File: src/logic/cih_pkg.sv
// Constants shared by the card task-file host port and its strobe engine.
// Assumes a 100 MHz system clock and a card in true IDE mode, PIO mode 0.
package cih_pkg;

   // ************************************************************
   // Control port word offsets
   // ************************************************************
   localparam logic [1:0] CTL_CARD_CONTROL = 2'h0;
   localparam logic [1:0] CTL_IRQ_GATE     = 2'h1;
   localparam logic [1:0] CTL_RSVD_A       = 2'h2;
   localparam logic [1:0] CTL_RSVD_B       = 2'h3;

   // ************************************************************
   // Field positions and reset values
   // ************************************************************
   localparam int BIT_PRESENT        = 0;
   localparam int BIT_POWER          = 1;
   localparam int BIT_RESET          = 2;
   localparam int BIT_PRESENCE_IRQEN = 3;
   localparam int BIT_CARD_IRQEN     = 0;
   localparam logic RST_POWER          = 1'b0;
   localparam logic RST_CARD_RESET     = 1'b1;
   localparam logic RST_PRESENCE_IRQEN = 1'b0;
   localparam logic RST_CARD_IRQEN     = 1'b0;

   // ************************************************************
   // Task-file offsets
   // ************************************************************
   localparam logic [3:0] TF_LAST_CMD_BLOCK = 4'h7;
   localparam logic [3:0] TF_ALT_STATUS     = 4'he;

   // ************************************************************
   // PIO mode 0 timing, ns, and cycles at 100 MHz
   // ************************************************************
   localparam int CLK_PERIOD_NS = 10;
   localparam int T_SETUP_NS    = 70;  // Address valid to strobe
   localparam int T_PULSE_NS    = 165; // Strobe active width
   localparam int T_RECOV_NS    = 435; // Rest of the 670 ns cycle
   localparam int SETUP_CYC = (T_SETUP_NS + CLK_PERIOD_NS - 1) / CLK_PERIOD_NS;
   localparam int PULSE_CYC = (T_PULSE_NS + CLK_PERIOD_NS - 1) / CLK_PERIOD_NS;
   localparam int RECOV_CYC = (T_RECOV_NS + CLK_PERIOD_NS - 1) / CLK_PERIOD_NS;
   localparam int CNT_W = 8;

   typedef enum {
      CIH_IDLE,
      CIH_SETUP,
      CIH_PULSE,
      CIH_RECOV
   } cih_state_t;

endpackage : cih_pkg

File: src/logic/cih_strobe.sv
// PIO mode 0 strobe engine for one task-file access at a time.
// Assumes a request pulse from the main module only while not busy.
`timescale 1ns/1ps
`default_nettype none
module cih_strobe (
   input  wire logic                clk_i,
   input  wire logic                rst_i,
   input  wire logic                ce_i,
   input  wire logic                start_i,
   input  wire logic                write_i,
   input  wire logic [3:0]          addr_i,
   input  wire logic [15:0]         wdata_i,
   input  wire logic [15:0]         card_data_i,
   output logic                     busy_o,
   output logic                     done_o,
   output logic [15:0]              rdata_o,
   output logic [2:0]               card_addr_o,
   output logic [1:0]               card_cs_n_o,
   output logic                     card_rd_n_o,
   output logic                     card_wr_n_o,
   output logic [15:0]              card_data_o,
   output logic                     card_data_oe_o
);
   import cih_pkg::*;

   cih_state_t        state_ff, nxt_state;
   logic [CNT_W-1:0]  cnt_ff;
   logic              wr_ff;
   logic              cnt_zero;
   logic              alt_blk;
   logic [15:0]       din_meta_ff;
   logic [15:0]       din_ff;

   assign cnt_zero = (cnt_ff == '0);
   assign alt_blk  = (addr_i > TF_LAST_CMD_BLOCK);

   // Card data bus, two stages before use
   // Pulse lasts well over two cycles, so din_ff is read-strobe data
   always_ff @(posedge clk_i or posedge rst_i) begin
      if (rst_i) begin
         din_meta_ff <= 16'h0000;
         din_ff      <= 16'h0000;
      end else if (ce_i) begin
         din_meta_ff <= card_data_i;
         din_ff      <= din_meta_ff;
      end
   end

   // Phase sequencing
   always_comb begin
      nxt_state = state_ff;
      unique case (state_ff)
         CIH_IDLE:  if (start_i) nxt_state = CIH_SETUP;
         CIH_SETUP: if (cnt_zero) nxt_state = CIH_PULSE;
         CIH_PULSE: if (cnt_zero) nxt_state = CIH_RECOV;
         CIH_RECOV: if (cnt_zero) nxt_state = CIH_IDLE;
      endcase
   end

   always_ff @(posedge clk_i or posedge rst_i) begin
      if (rst_i) begin
         state_ff       <= CIH_IDLE;
         cnt_ff         <= '0;
         wr_ff          <= 1'b0;
         done_o         <= 1'b0;
         rdata_o        <= 16'h0000;
         card_addr_o    <= 3'h0;
         card_cs_n_o    <= 2'h3;
         card_rd_n_o    <= 1'b1;
         card_wr_n_o    <= 1'b1;
         card_data_o    <= 16'h0000;
         card_data_oe_o <= 1'b0;
         busy_o         <= 1'b0;
      end else if (ce_i) begin
         state_ff <= nxt_state;
         done_o   <= 1'b0;
         if (!cnt_zero) cnt_ff <= cnt_ff - 1'b1;
         unique case (state_ff)
            CIH_IDLE: if (start_i) begin
               busy_o         <= 1'b1;
               wr_ff          <= write_i;
               cnt_ff         <= CNT_W'(SETUP_CYC - 1);
               card_addr_o    <= addr_i[2:0];
               card_cs_n_o    <= alt_blk ? 2'h1 : 2'h2;
               card_data_o    <= wdata_i;
               card_data_oe_o <= write_i;
            end
            CIH_SETUP: if (cnt_zero) begin
               cnt_ff      <= CNT_W'(PULSE_CYC - 1);
               card_rd_n_o <= wr_ff;
               card_wr_n_o <= !wr_ff;
            end
            CIH_PULSE: if (cnt_zero) begin
               cnt_ff      <= CNT_W'(RECOV_CYC - 1);
               card_rd_n_o <= 1'b1;
               card_wr_n_o <= 1'b1;
               if (!wr_ff) rdata_o <= din_ff;
               done_o      <= 1'b1;
            end
            CIH_RECOV: if (cnt_zero) begin
               busy_o         <= 1'b0;
               card_cs_n_o    <= 2'h3;
               card_data_oe_o <= 1'b0;
            end
         endcase
      end
   end
endmodule : cih_strobe
`default_nettype wire

File: src/logic/cih_host_port.sv
// Card IDE host port: task-file pass-through plus control registers.
// Assumes agent requests held until waitrequest drops; card pins async.
`timescale 1ns/1ps
`default_nettype none
module cih_host_port (
   input  wire logic        clk_i,
   input  wire logic        rst_i,
   input  wire logic        ce_i,
   // Task-file agent port
   input  wire logic [3:0]  tf_address_i,
   input  wire logic        tf_read_i,
   input  wire logic        tf_write_i,
   input  wire logic [15:0] tf_writedata_i,
   output logic [15:0]      tf_readdata_o,
   output logic             tf_waitrequest_o,
   // Control agent port
   input  wire logic [1:0]  ctl_address_i,
   input  wire logic        ctl_read_i,
   input  wire logic        ctl_write_i,
   input  wire logic [31:0] ctl_writedata_i,
   output logic [31:0]      ctl_readdata_o,
   // Interrupts
   output logic             presence_irq_o,
   output logic             card_irq_o,
   // Card pins
   output logic [2:0]       card_addr_o,
   output logic [1:0]       card_cs_n_o,
   output logic             card_rd_n_o,
   output logic             card_wr_n_o,
   input  wire logic [15:0] card_data_i,
   output logic [15:0]      card_data_o,
   output logic             card_data_oe_o,
   input  wire logic        card_detect_i,
   input  wire logic        card_intrq_i,
   output logic             card_power_o,
   output logic             card_reset_n_o
);
   import cih_pkg::*;

   // ************************************************************
   // Pin synchronisers
   // ************************************************************
   logic [1:0] det_sync_ff;
   logic [1:0] irq_sync_ff;
   logic       det_ff;

   always_ff @(posedge clk_i or posedge rst_i) begin
      if (rst_i) begin
         det_sync_ff <= 2'h0;
         irq_sync_ff <= 2'h0;
         det_ff      <= 1'b0;
      end else if (ce_i) begin
         det_sync_ff <= {det_sync_ff[0], card_detect_i};
         irq_sync_ff <= {irq_sync_ff[0], card_intrq_i};
         det_ff      <= det_sync_ff[1];
      end
   end

   // ************************************************************
   // Control registers
   // ************************************************************
   logic card_power_on_ff;
   logic card_reset_ff;
   logic presence_irq_enable_ff;
   logic card_irq_enable_ff;
   logic presence_pend_ff;
   logic card_pend_ff;

   // Control port decode
   wire ctl_wr_cc   = ctl_write_i && (ctl_address_i == CTL_CARD_CONTROL);
   wire ctl_wr_gate = ctl_write_i && (ctl_address_i == CTL_IRQ_GATE);
   wire ctl_rd_cc   = ctl_read_i && (ctl_address_i == CTL_CARD_CONTROL);
   wire det_change  = (det_ff != det_sync_ff[1]);

   wire [31:0] cc_word = {28'h0000000, presence_irq_enable_ff, card_reset_ff,
                          card_power_on_ff, det_ff};
   wire [31:0] gate_word = {31'h00000000, card_irq_enable_ff};
   wire [31:0] ctl_rmux =
      (ctl_address_i == CTL_CARD_CONTROL) ? cc_word :
      (ctl_address_i == CTL_IRQ_GATE)     ? gate_word : 32'h00000000;

   always_ff @(posedge clk_i or posedge rst_i) begin
      if (rst_i) begin
         card_power_on_ff       <= RST_POWER;
         card_reset_ff          <= RST_CARD_RESET;
         presence_irq_enable_ff <= RST_PRESENCE_IRQEN;
      end else if (ce_i && ctl_wr_cc) begin
         card_power_on_ff       <= ctl_writedata_i[BIT_POWER];
         card_reset_ff          <= ctl_writedata_i[BIT_RESET];
         presence_irq_enable_ff <= ctl_writedata_i[BIT_PRESENCE_IRQEN];
      end
   end

   always_ff @(posedge clk_i or posedge rst_i) begin
      if (rst_i) begin
         card_irq_enable_ff <= RST_CARD_IRQEN;
      end else if (ce_i && ctl_wr_gate) begin
         card_irq_enable_ff <= ctl_writedata_i[BIT_CARD_IRQEN];
      end
   end

   always_ff @(posedge clk_i or posedge rst_i) begin
      if (rst_i) begin
         ctl_readdata_o <= 32'h00000000;
      end else if (ce_i) begin
         ctl_readdata_o <= ctl_rmux;
      end
   end

   // ************************************************************
   // Interrupt requests
   // ************************************************************
   wire nxt_presence_pend = (presence_irq_enable_ff && det_change) ||
                            (presence_pend_ff && !ctl_rd_cc);
   wire nxt_card_pend     = (card_irq_enable_ff && irq_sync_ff[1]) ||
                            (card_pend_ff && !ctl_rd_cc);

   always_ff @(posedge clk_i or posedge rst_i) begin
      if (rst_i) begin
         presence_pend_ff <= 1'b0;
         card_pend_ff     <= 1'b0;
      end else if (ce_i) begin
         presence_pend_ff <= nxt_presence_pend;
         card_pend_ff     <= nxt_card_pend;
      end
   end

   always_ff @(posedge clk_i or posedge rst_i) begin
      if (rst_i) begin
         presence_irq_o <= 1'b0;
         card_irq_o     <= 1'b0;
      end else if (ce_i) begin
         presence_irq_o <= nxt_presence_pend;
         card_irq_o     <= nxt_card_pend && card_irq_enable_ff;
      end
   end

   always_ff @(posedge clk_i or posedge rst_i) begin
      if (rst_i) begin
         card_power_o   <= 1'b0;
         card_reset_n_o <= 1'b0;
      end else if (ce_i) begin
         card_power_o   <= card_power_on_ff;
         card_reset_n_o <= !card_reset_ff;
      end
   end

   // ************************************************************
   // Task-file pass-through
   // ************************************************************
   logic        st_busy;
   logic        st_done;
   logic [15:0] st_rdata;
   logic        tf_active_ff;
   logic        tf_ack_ff;

   wire tf_mapped = (tf_address_i <= TF_LAST_CMD_BLOCK) ||
                    (tf_address_i == TF_ALT_STATUS);
   wire tf_req    = tf_read_i || tf_write_i;
   wire tf_start  = tf_req && tf_mapped && !tf_active_ff && !tf_ack_ff &&
                    !st_busy;
   wire tf_drop   = tf_req && !tf_mapped && !tf_active_ff && !tf_ack_ff;

   cih_strobe u_strobe (
      .clk_i          (clk_i),
      .rst_i          (rst_i),
      .ce_i           (ce_i),
      .start_i        (tf_start),
      .write_i        (tf_write_i),
      .addr_i         (tf_address_i),
      .wdata_i        (tf_writedata_i),
      .card_data_i    (card_data_i),
      .busy_o         (st_busy),
      .done_o         (st_done),
      .rdata_o        (st_rdata),
      .card_addr_o    (card_addr_o),
      .card_cs_n_o    (card_cs_n_o),
      .card_rd_n_o    (card_rd_n_o),
      .card_wr_n_o    (card_wr_n_o),
      .card_data_o    (card_data_o),
      .card_data_oe_o (card_data_oe_o)
   );

   always_ff @(posedge clk_i or posedge rst_i) begin
      if (rst_i) begin
         tf_active_ff <= 1'b0;
         tf_ack_ff    <= 1'b0;
      end else if (ce_i) begin
         tf_ack_ff <= 1'b0;
         if (tf_start) tf_active_ff <= 1'b1;
         if ((tf_active_ff && st_done) || tf_drop) begin
            tf_active_ff <= 1'b0;
            tf_ack_ff    <= 1'b1;
         end
      end
   end

   // Wait request and read data
   always_ff @(posedge clk_i or posedge rst_i) begin
      if (rst_i) begin
         tf_waitrequest_o <= 1'b1;
         tf_readdata_o    <= 16'h0000;
      end else if (ce_i) begin
         tf_waitrequest_o <= !((tf_active_ff && st_done) || tf_drop);
         if (tf_active_ff && st_done) tf_readdata_o <= st_rdata;
         else if (tf_drop) tf_readdata_o <= 16'h0000;
      end
   end

endmodule : cih_host_port
`default_nettype wire

File: config.mk
export PLATFORM = sky130hd
export DESIGN_NAME = cih_host_port
export DESIGN_NICKNAME = d
export VERILOG_FILES = /design/src/logic/cih_pkg.sv /design/src/logic/cih_strobe.sv /design/src/logic/cih_host_port.sv
export SDC_FILE = /design/constraint.sdc
export NUM_CORES = 1
export LEC_CHECK = 0
export BUFFER_PORTS_ARGS = -buffer_cell sky130_fd_sc_hd__buf_2
export CAP_MARGIN = 20
export CORE_MARGIN = 10
export CORE_UTILIZATION = 47
export DETAILED_ROUTE_END_ITERATION = 8
export MAX_ROUTING_LAYER = met4
export PLACE_DENSITY = 0.72
export SYNTH_ARGS = -nofsm -noshare
export SYNTH_HDL_FRONTEND = slang
export SYNTH_HIERARCHICAL = 1
export SYNTH_SLANG_ARGS = --single-unit
File: constraint.sdc
create_clock -name clk_i -period 2.3 [get_ports clk_i]
set_input_delay 0.115 -clock clk_i [delete_from_list [all_inputs] [get_ports clk_i]]
set_output_delay 0.115 -clock clk_i [all_outputs]
set_load 0.01 [all_outputs]
# [Word level (Yosys, flattened, before mapping)]
# Index checks and enable logic that the tools add are counted.
[classes] bitwise_logic=1 n_lt_le_gt_ge=2 n_eq_ne=10 mux=32 addsub=1 n_reduce_logical=45
[op_table] op="32-bit 2-to-1 mux" count=4
[op_table] op="32-bit case mux with 4 select lines" count=1
[op_table] op="32-bit by 2-bit equality test with 1-bit output (second input constant)" count=2
[op_table] op="32-bit by 1-bit equality test with 1-bit output (second input constant)" count=1
[op_table] op="32-bit zero test" count=1
[op_table] op="16-bit 2-to-1 mux" count=2
[op_table] op="8-bit 2-to-1 mux" count=4
[op_table] op="8-bit case mux with 3 select lines" count=1
[op_table] op="1-bit logical AND" count=18
[op_table] op="4-bit AND reduction" count=3
[op_table] op="1-bit 2-to-1 mux" count=11
[op_table] op="1-bit zero test" count=8
[op_table] op="8-bit zero test" count=1
[op_table] op="1-bit case mux with 2 select lines" count=4
[op_table] op="2-bit nonzero test" count=4
[op_table] op="8-bit by 1-bit subtractor with 8-bit output (second input constant)" count=1
[op_table] op="2-bit 2-to-1 mux" count=3
[op_table] op="2-bit by 1-bit != test with 1-bit output (second input constant)" count=3
[op_table] op="1-bit logical OR" count=5
[op_table] op="5-bit AND reduction" count=1
[op_table] op="4-bit equality test (second input constant)" count=1
[op_table] op="4-bit by 3-bit > comparator with 1-bit output (second input constant)" count=1
[op_table] op="4-bit by 3-bit <= comparator with 1-bit output (second input constant)" count=1
[op_table] op="4-bit 2-to-1 mux" count=1
[op_table] op="other kinds (8)" count=9
[word_totals] output_inout_bits=77 ff_bits=180 word_cells=122 inputBits=79

# [Longest topological paths before layout]
[logic_depth] depth_word=9 ltp_mapped=10 ltp_nobuf=10

# [Modules after synthesis]
# The synthesis kept the hierarchy.
[modules_own_cells] module="cih_strobe" cells_per_inst=262 seq_area_each_um2=2132.0 area_each_um2=3628.5 n_inst=1
[modules_own_cells] module="cih_host_port" cells_per_inst=193 seq_area_each_um2=928.4 area_each_um2=1930.6 n_inst=1

# [Worst setup path before layout]
# OpenSTA, ideal clock, no wires.
[synth_path] path_kind="register to register" start="register u_strobe.cnt_ff[0]" end="register u_strobe.rdata_o[0]" arrival_ns=2.044 t_required_ns=2.175 setup_slack_ns=0.131 synth_period_minus_slack_ns=2.169 n_path_buf=1 setup_ns=0.125 path_stages_with_launch=9 path_cell_list="dfrtp_1 inv_1 ha_1 nor4b_4 and2_4 inv_4 nor3_4 buf_6 mux2_2"
[synth_via] elab_chain_len=2
[synth_lines] element="start: declaration" line_no="cih_strobe.sv:27" text="logic [CNT_W-1:0] cnt_ff;"
[synth_lines] element="start signal: assignment" line_no="cih_strobe.sv:77" text="if (!cnt_zero) cnt_ff <= cnt_ff - 1'b1;"
[synth_lines] element="start signal: assignment" line_no="cih_strobe.sv:82" text="cnt_ff <= CNT_W'(SETUP_CYC - 1);"
[synth_lines] element="start signal: assignment" line_no="cih_strobe.sv:89" text="cnt_ff <= CNT_W'(PULSE_CYC - 1);"
[synth_lines] element="8-bit zero test" line_no="cih_strobe.sv:34" text="assign cnt_zero = (cnt_ff == '0);"
[synth_lines] element="4-bit AND reduction (no line)"
[synth_lines] element="end signal: assignment" line_no="cih_strobe.sv:97" text="if (!wr_ff) rdata_o <= din_ff;"
[synth_lines] element="end: declaration" line_no="cih_strobe.sv:16" text="output logic [15:0] rdata_o,"
# No other way between the ends.
# A chain may end at the register's enable or synchronous reset.

# [Final worst setup path]
[layout_path] start="register u_strobe.cnt_ff[1]" end="register u_strobe.rdata_o[5]"
# The elaborated chain is that of the path after synthesis.

==> results.toml <==
[detailed_routing]
post_drt_wl_per_cell_um = 16.7
wirelength_um = 12800
vias_per_cell = 5.16
drt_iter0_drc = 178
drtPass1Iterations = 4
drcViolationCount = 0
num_vias = 3967
final_antenna_net_count = 0

[run_status]
status = "finished, final reports clean"

[worst_setup_path]
cp.arrival_ps = 2430
cp.required_ps = 2590
critPathMaxFanout = 16
critPathLaunchType = "flop"
r2r_cells = 8
endpoint_kind = "flop"
critPathKind = "flop to flop"

[timing]
finalSetupViolCount = 0
tns_ps = 0
min_period_ps = 2140
clock_skew_ps = 6.18
maxSlewHeadroom_pct = 39.1
worst_slew_pin_slew_ps = 912
fin_crit_sh_pct = 93.2
hold_viol = 0
rsz0062_at_grt = "no"
slew_violations = 0
hold_ws_ps = 65.7
max_freq_mhz = 467

[final_layout]
syn2layout_area_growth_pct = 30.4
final_cell_mix = "116 x dfrtp_1, 98 x buf_2, 78 x mux2_2"
fin_area_um2 = 7250
utilization_pct = 63.0
layout_commonest_cell = "dfrtp_1"
drive_gt1_share_pct = 38.5
diodes = 0
nets = 700

[power_and_ir_drop]
total_power_mw = 7.97
p_leak_nw = 3.45
ir_worst_vdd_uv = 671
pwr_density_cell_nw_per_um2 = 1100

[grt]
grt_usage_pct = 16.2
grt_max_degree = 46
use_met1_pct = 19.1
use_met3_pct = 5.71
antenna_found_initial = 0
grt_use_met2_pct = 25.2
grt_pass1_wl_um = 21000
overflow = 0
grt_pass1_vias = 4192
top_usage_layer = "met2"

[min_path]
hold_class = "input port to flop"
hold_depth = 3

[synthesis]
synth-async-reset-ratio_pct = 100
ys_seq_area_share_pct = 55.1
synth_compound_area_share_pct = 9.57
syn_area_per_cell_um2 = 12.2
synth_fa_ha_area_share_pct = 1.80
synth-simple-area-share_pct = 9.84
yosysUniqueCellTypes = 56
synth_flop_cell = "dfrtp_1"
synth-seq-cells = 122
yosys_warnings = 6
synth_edf_count = 0
synth_xor_xnor_area_share_pct = 0.158
synth_top_family_by_area = "multiplexers"
syn-cell-area_um2 = 5560
synth_mux_area_share_pct = 16.5
syn_inst = 455

[floorplanning]
coreArea_um2 = 11500
die-area_um2 = 16600
rows = 39
pin_count = 156
die_w_um = 129
die-height_um = 129
initial_core_util_pct = 48.3

[placement]
dpl-instance-area_um2 = 6190
dp_hpwl_um = 8700
port_buffers = 99
gp_congestion = 0.836

[clock_network]
numCtsBuffers = 17
clk_pin_slew_ps = 50
clkLatencyLatePin_ps = 400
cts_tree = "done"
h-tree-depth = 4
cts.hold.buffers_added = 45
cts_resized = 0
cts_setup_buffers = 0
cts_root_buf = "clkbuf_16"
cts.sinks = 122
clock_path_buffers = 2

[run]
drv_cap = 0
[cell usage after synthesis, drive strengths merged (2+ instances only)]
master / n / area share [%]
and2: 3 / 0.38
dfrtp: 116 / 52
o22ai: 4 / 0.45
a2bb2oi: 4 / 0.63
or2: 2 / 0.27
nor3: 5 / 0.74
nor4b: 2 / 0.86
o41ai: 2 / 0.32
a311oi: 2 / 0.32
nand3b: 3 / 0.41
a32o: 5 / 0.90
inv: 21 / 1.5
clkbuf: 12 / 0.81
o221ai: 2 / 0.32
o21ai: 25 / 2.3
or3: 3 / 0.34
o22a: 3 / 0.47
ha: 8 / 1.8
nor2: 15 / 1.0
a21oi: 21 / 1.9
mux2: 78 / 16
nor2b: 18 / 2.0
and3: 2 / 0.23
nand3: 5 / 0.45
mux2i: 4 / 0.72
a22o: 2 / 0.32
dfstp: 6 / 2.8
nand2: 25 / 1.7
nand2b: 3 / 0.34
buf: 36 / 4.7
[critical path, cell delays in order, from the launching register on]
cell and delay (ps):
dfrtp_1 450, inv_1 110, ha_1 210, nor4b_4 240, and2_4 210, inv_4 60
nor3_4 210, buf_12 190, mux2_2 350
[sequential cells by signal, summed over array words and instances (netlist names), 2 cells and up]
signal,flops
det_sync_ff,2
tf_readdata_o,16
u_strobe/din_meta_ff,16
u_strobe/state_ff,2
u_strobe/card_addr_o,3
u_strobe/rdata_o,16
u_strobe/cnt_ff,8
u_strobe/card_data_o,16
u_strobe/din_ff,16
ctl_readdata_o,4
u_strobe/card_cs_n_o,2
irq_sync_ff,2
[metal layers]
layer / share of wire, % / vias up / wire length (um)
li1: - / 1864 / -
met1: 44 / 1942 / 5630
met2: 48 / 141 / 6130
met3: 6.7 / 20 / 854
met4: 1.6 / 0 / 211
met5: 0 / - / 0
[stage by stage]
| stage | cells | worst slack, ps |
|---|---|---|
| 2_1_floorplan | 482 | 131 |
| 3_3_place_gp | 692 | 209 |
| 3_5_place_dp | 692 | 162 |
| 4_1_cts | 769 | 153 |
| 5_1_grt | 769 | 23.7 |
| 6_report | 769 | 157 |
[cells by family after synthesis]
| kind of cell | after synthesis |
|---|---|
| AOI/OAI and AO/OA | 79 |
| DFF | 122 |
| muxes | 82 |
| xor gates and xnor gates | 1 |
| buffers and inverters | 69 |
| and+or+nand+nor | 93 |
| adders and majority gates | 8 |
| other | 1 |
[cell type report]
cell class,count,area [um^2]
fill,846,4270
sequential,122,3060
multi-input combinational,291,2210
timing repair buffer,160,1110
clock buffer,24,492
tap,143,179
clock inverter,8,118
inverter,21,85.1
[power breakdown]
group / switching (mW) / leakage, nW / internal, mW
logic: 1.13 / 1.69 / 1.08
registers: 0.376 / 1.46 / 2.70
clock network: 0.882 / 0.300 / 1.81
[final timing paths]
check | to | slack (ps) | start
worst max-delay path | u_strobe/rdata_o[5]$_DFFE_PP0P_ | 160 | u_strobe/cnt_ff[1]$_DFFE_PP0P_
min in group asynchronous | tf_active_ff$_DFFE_PP0P_ | 420 | rst_i
worst min register to register | tf_readdata_o[4]$_DFFE_PP0P_ | 490 | u_strobe/rdata_o[4]$_DFFE_PP0P_
worst min-delay path | card_pend_ff$_DFFE_PP0P_ | 70 | ctl_read_i
worst max register to register | u_strobe/rdata_o[5]$_DFFE_PP0P_ | 160 | u_strobe/cnt_ff[1]$_DFFE_PP0P_
max in group asynchronous | u_strobe/din_meta_ff[5]$_DFFE_PP0P_ | 1150 | rst_i
Power figures use the tool's default switching activity.
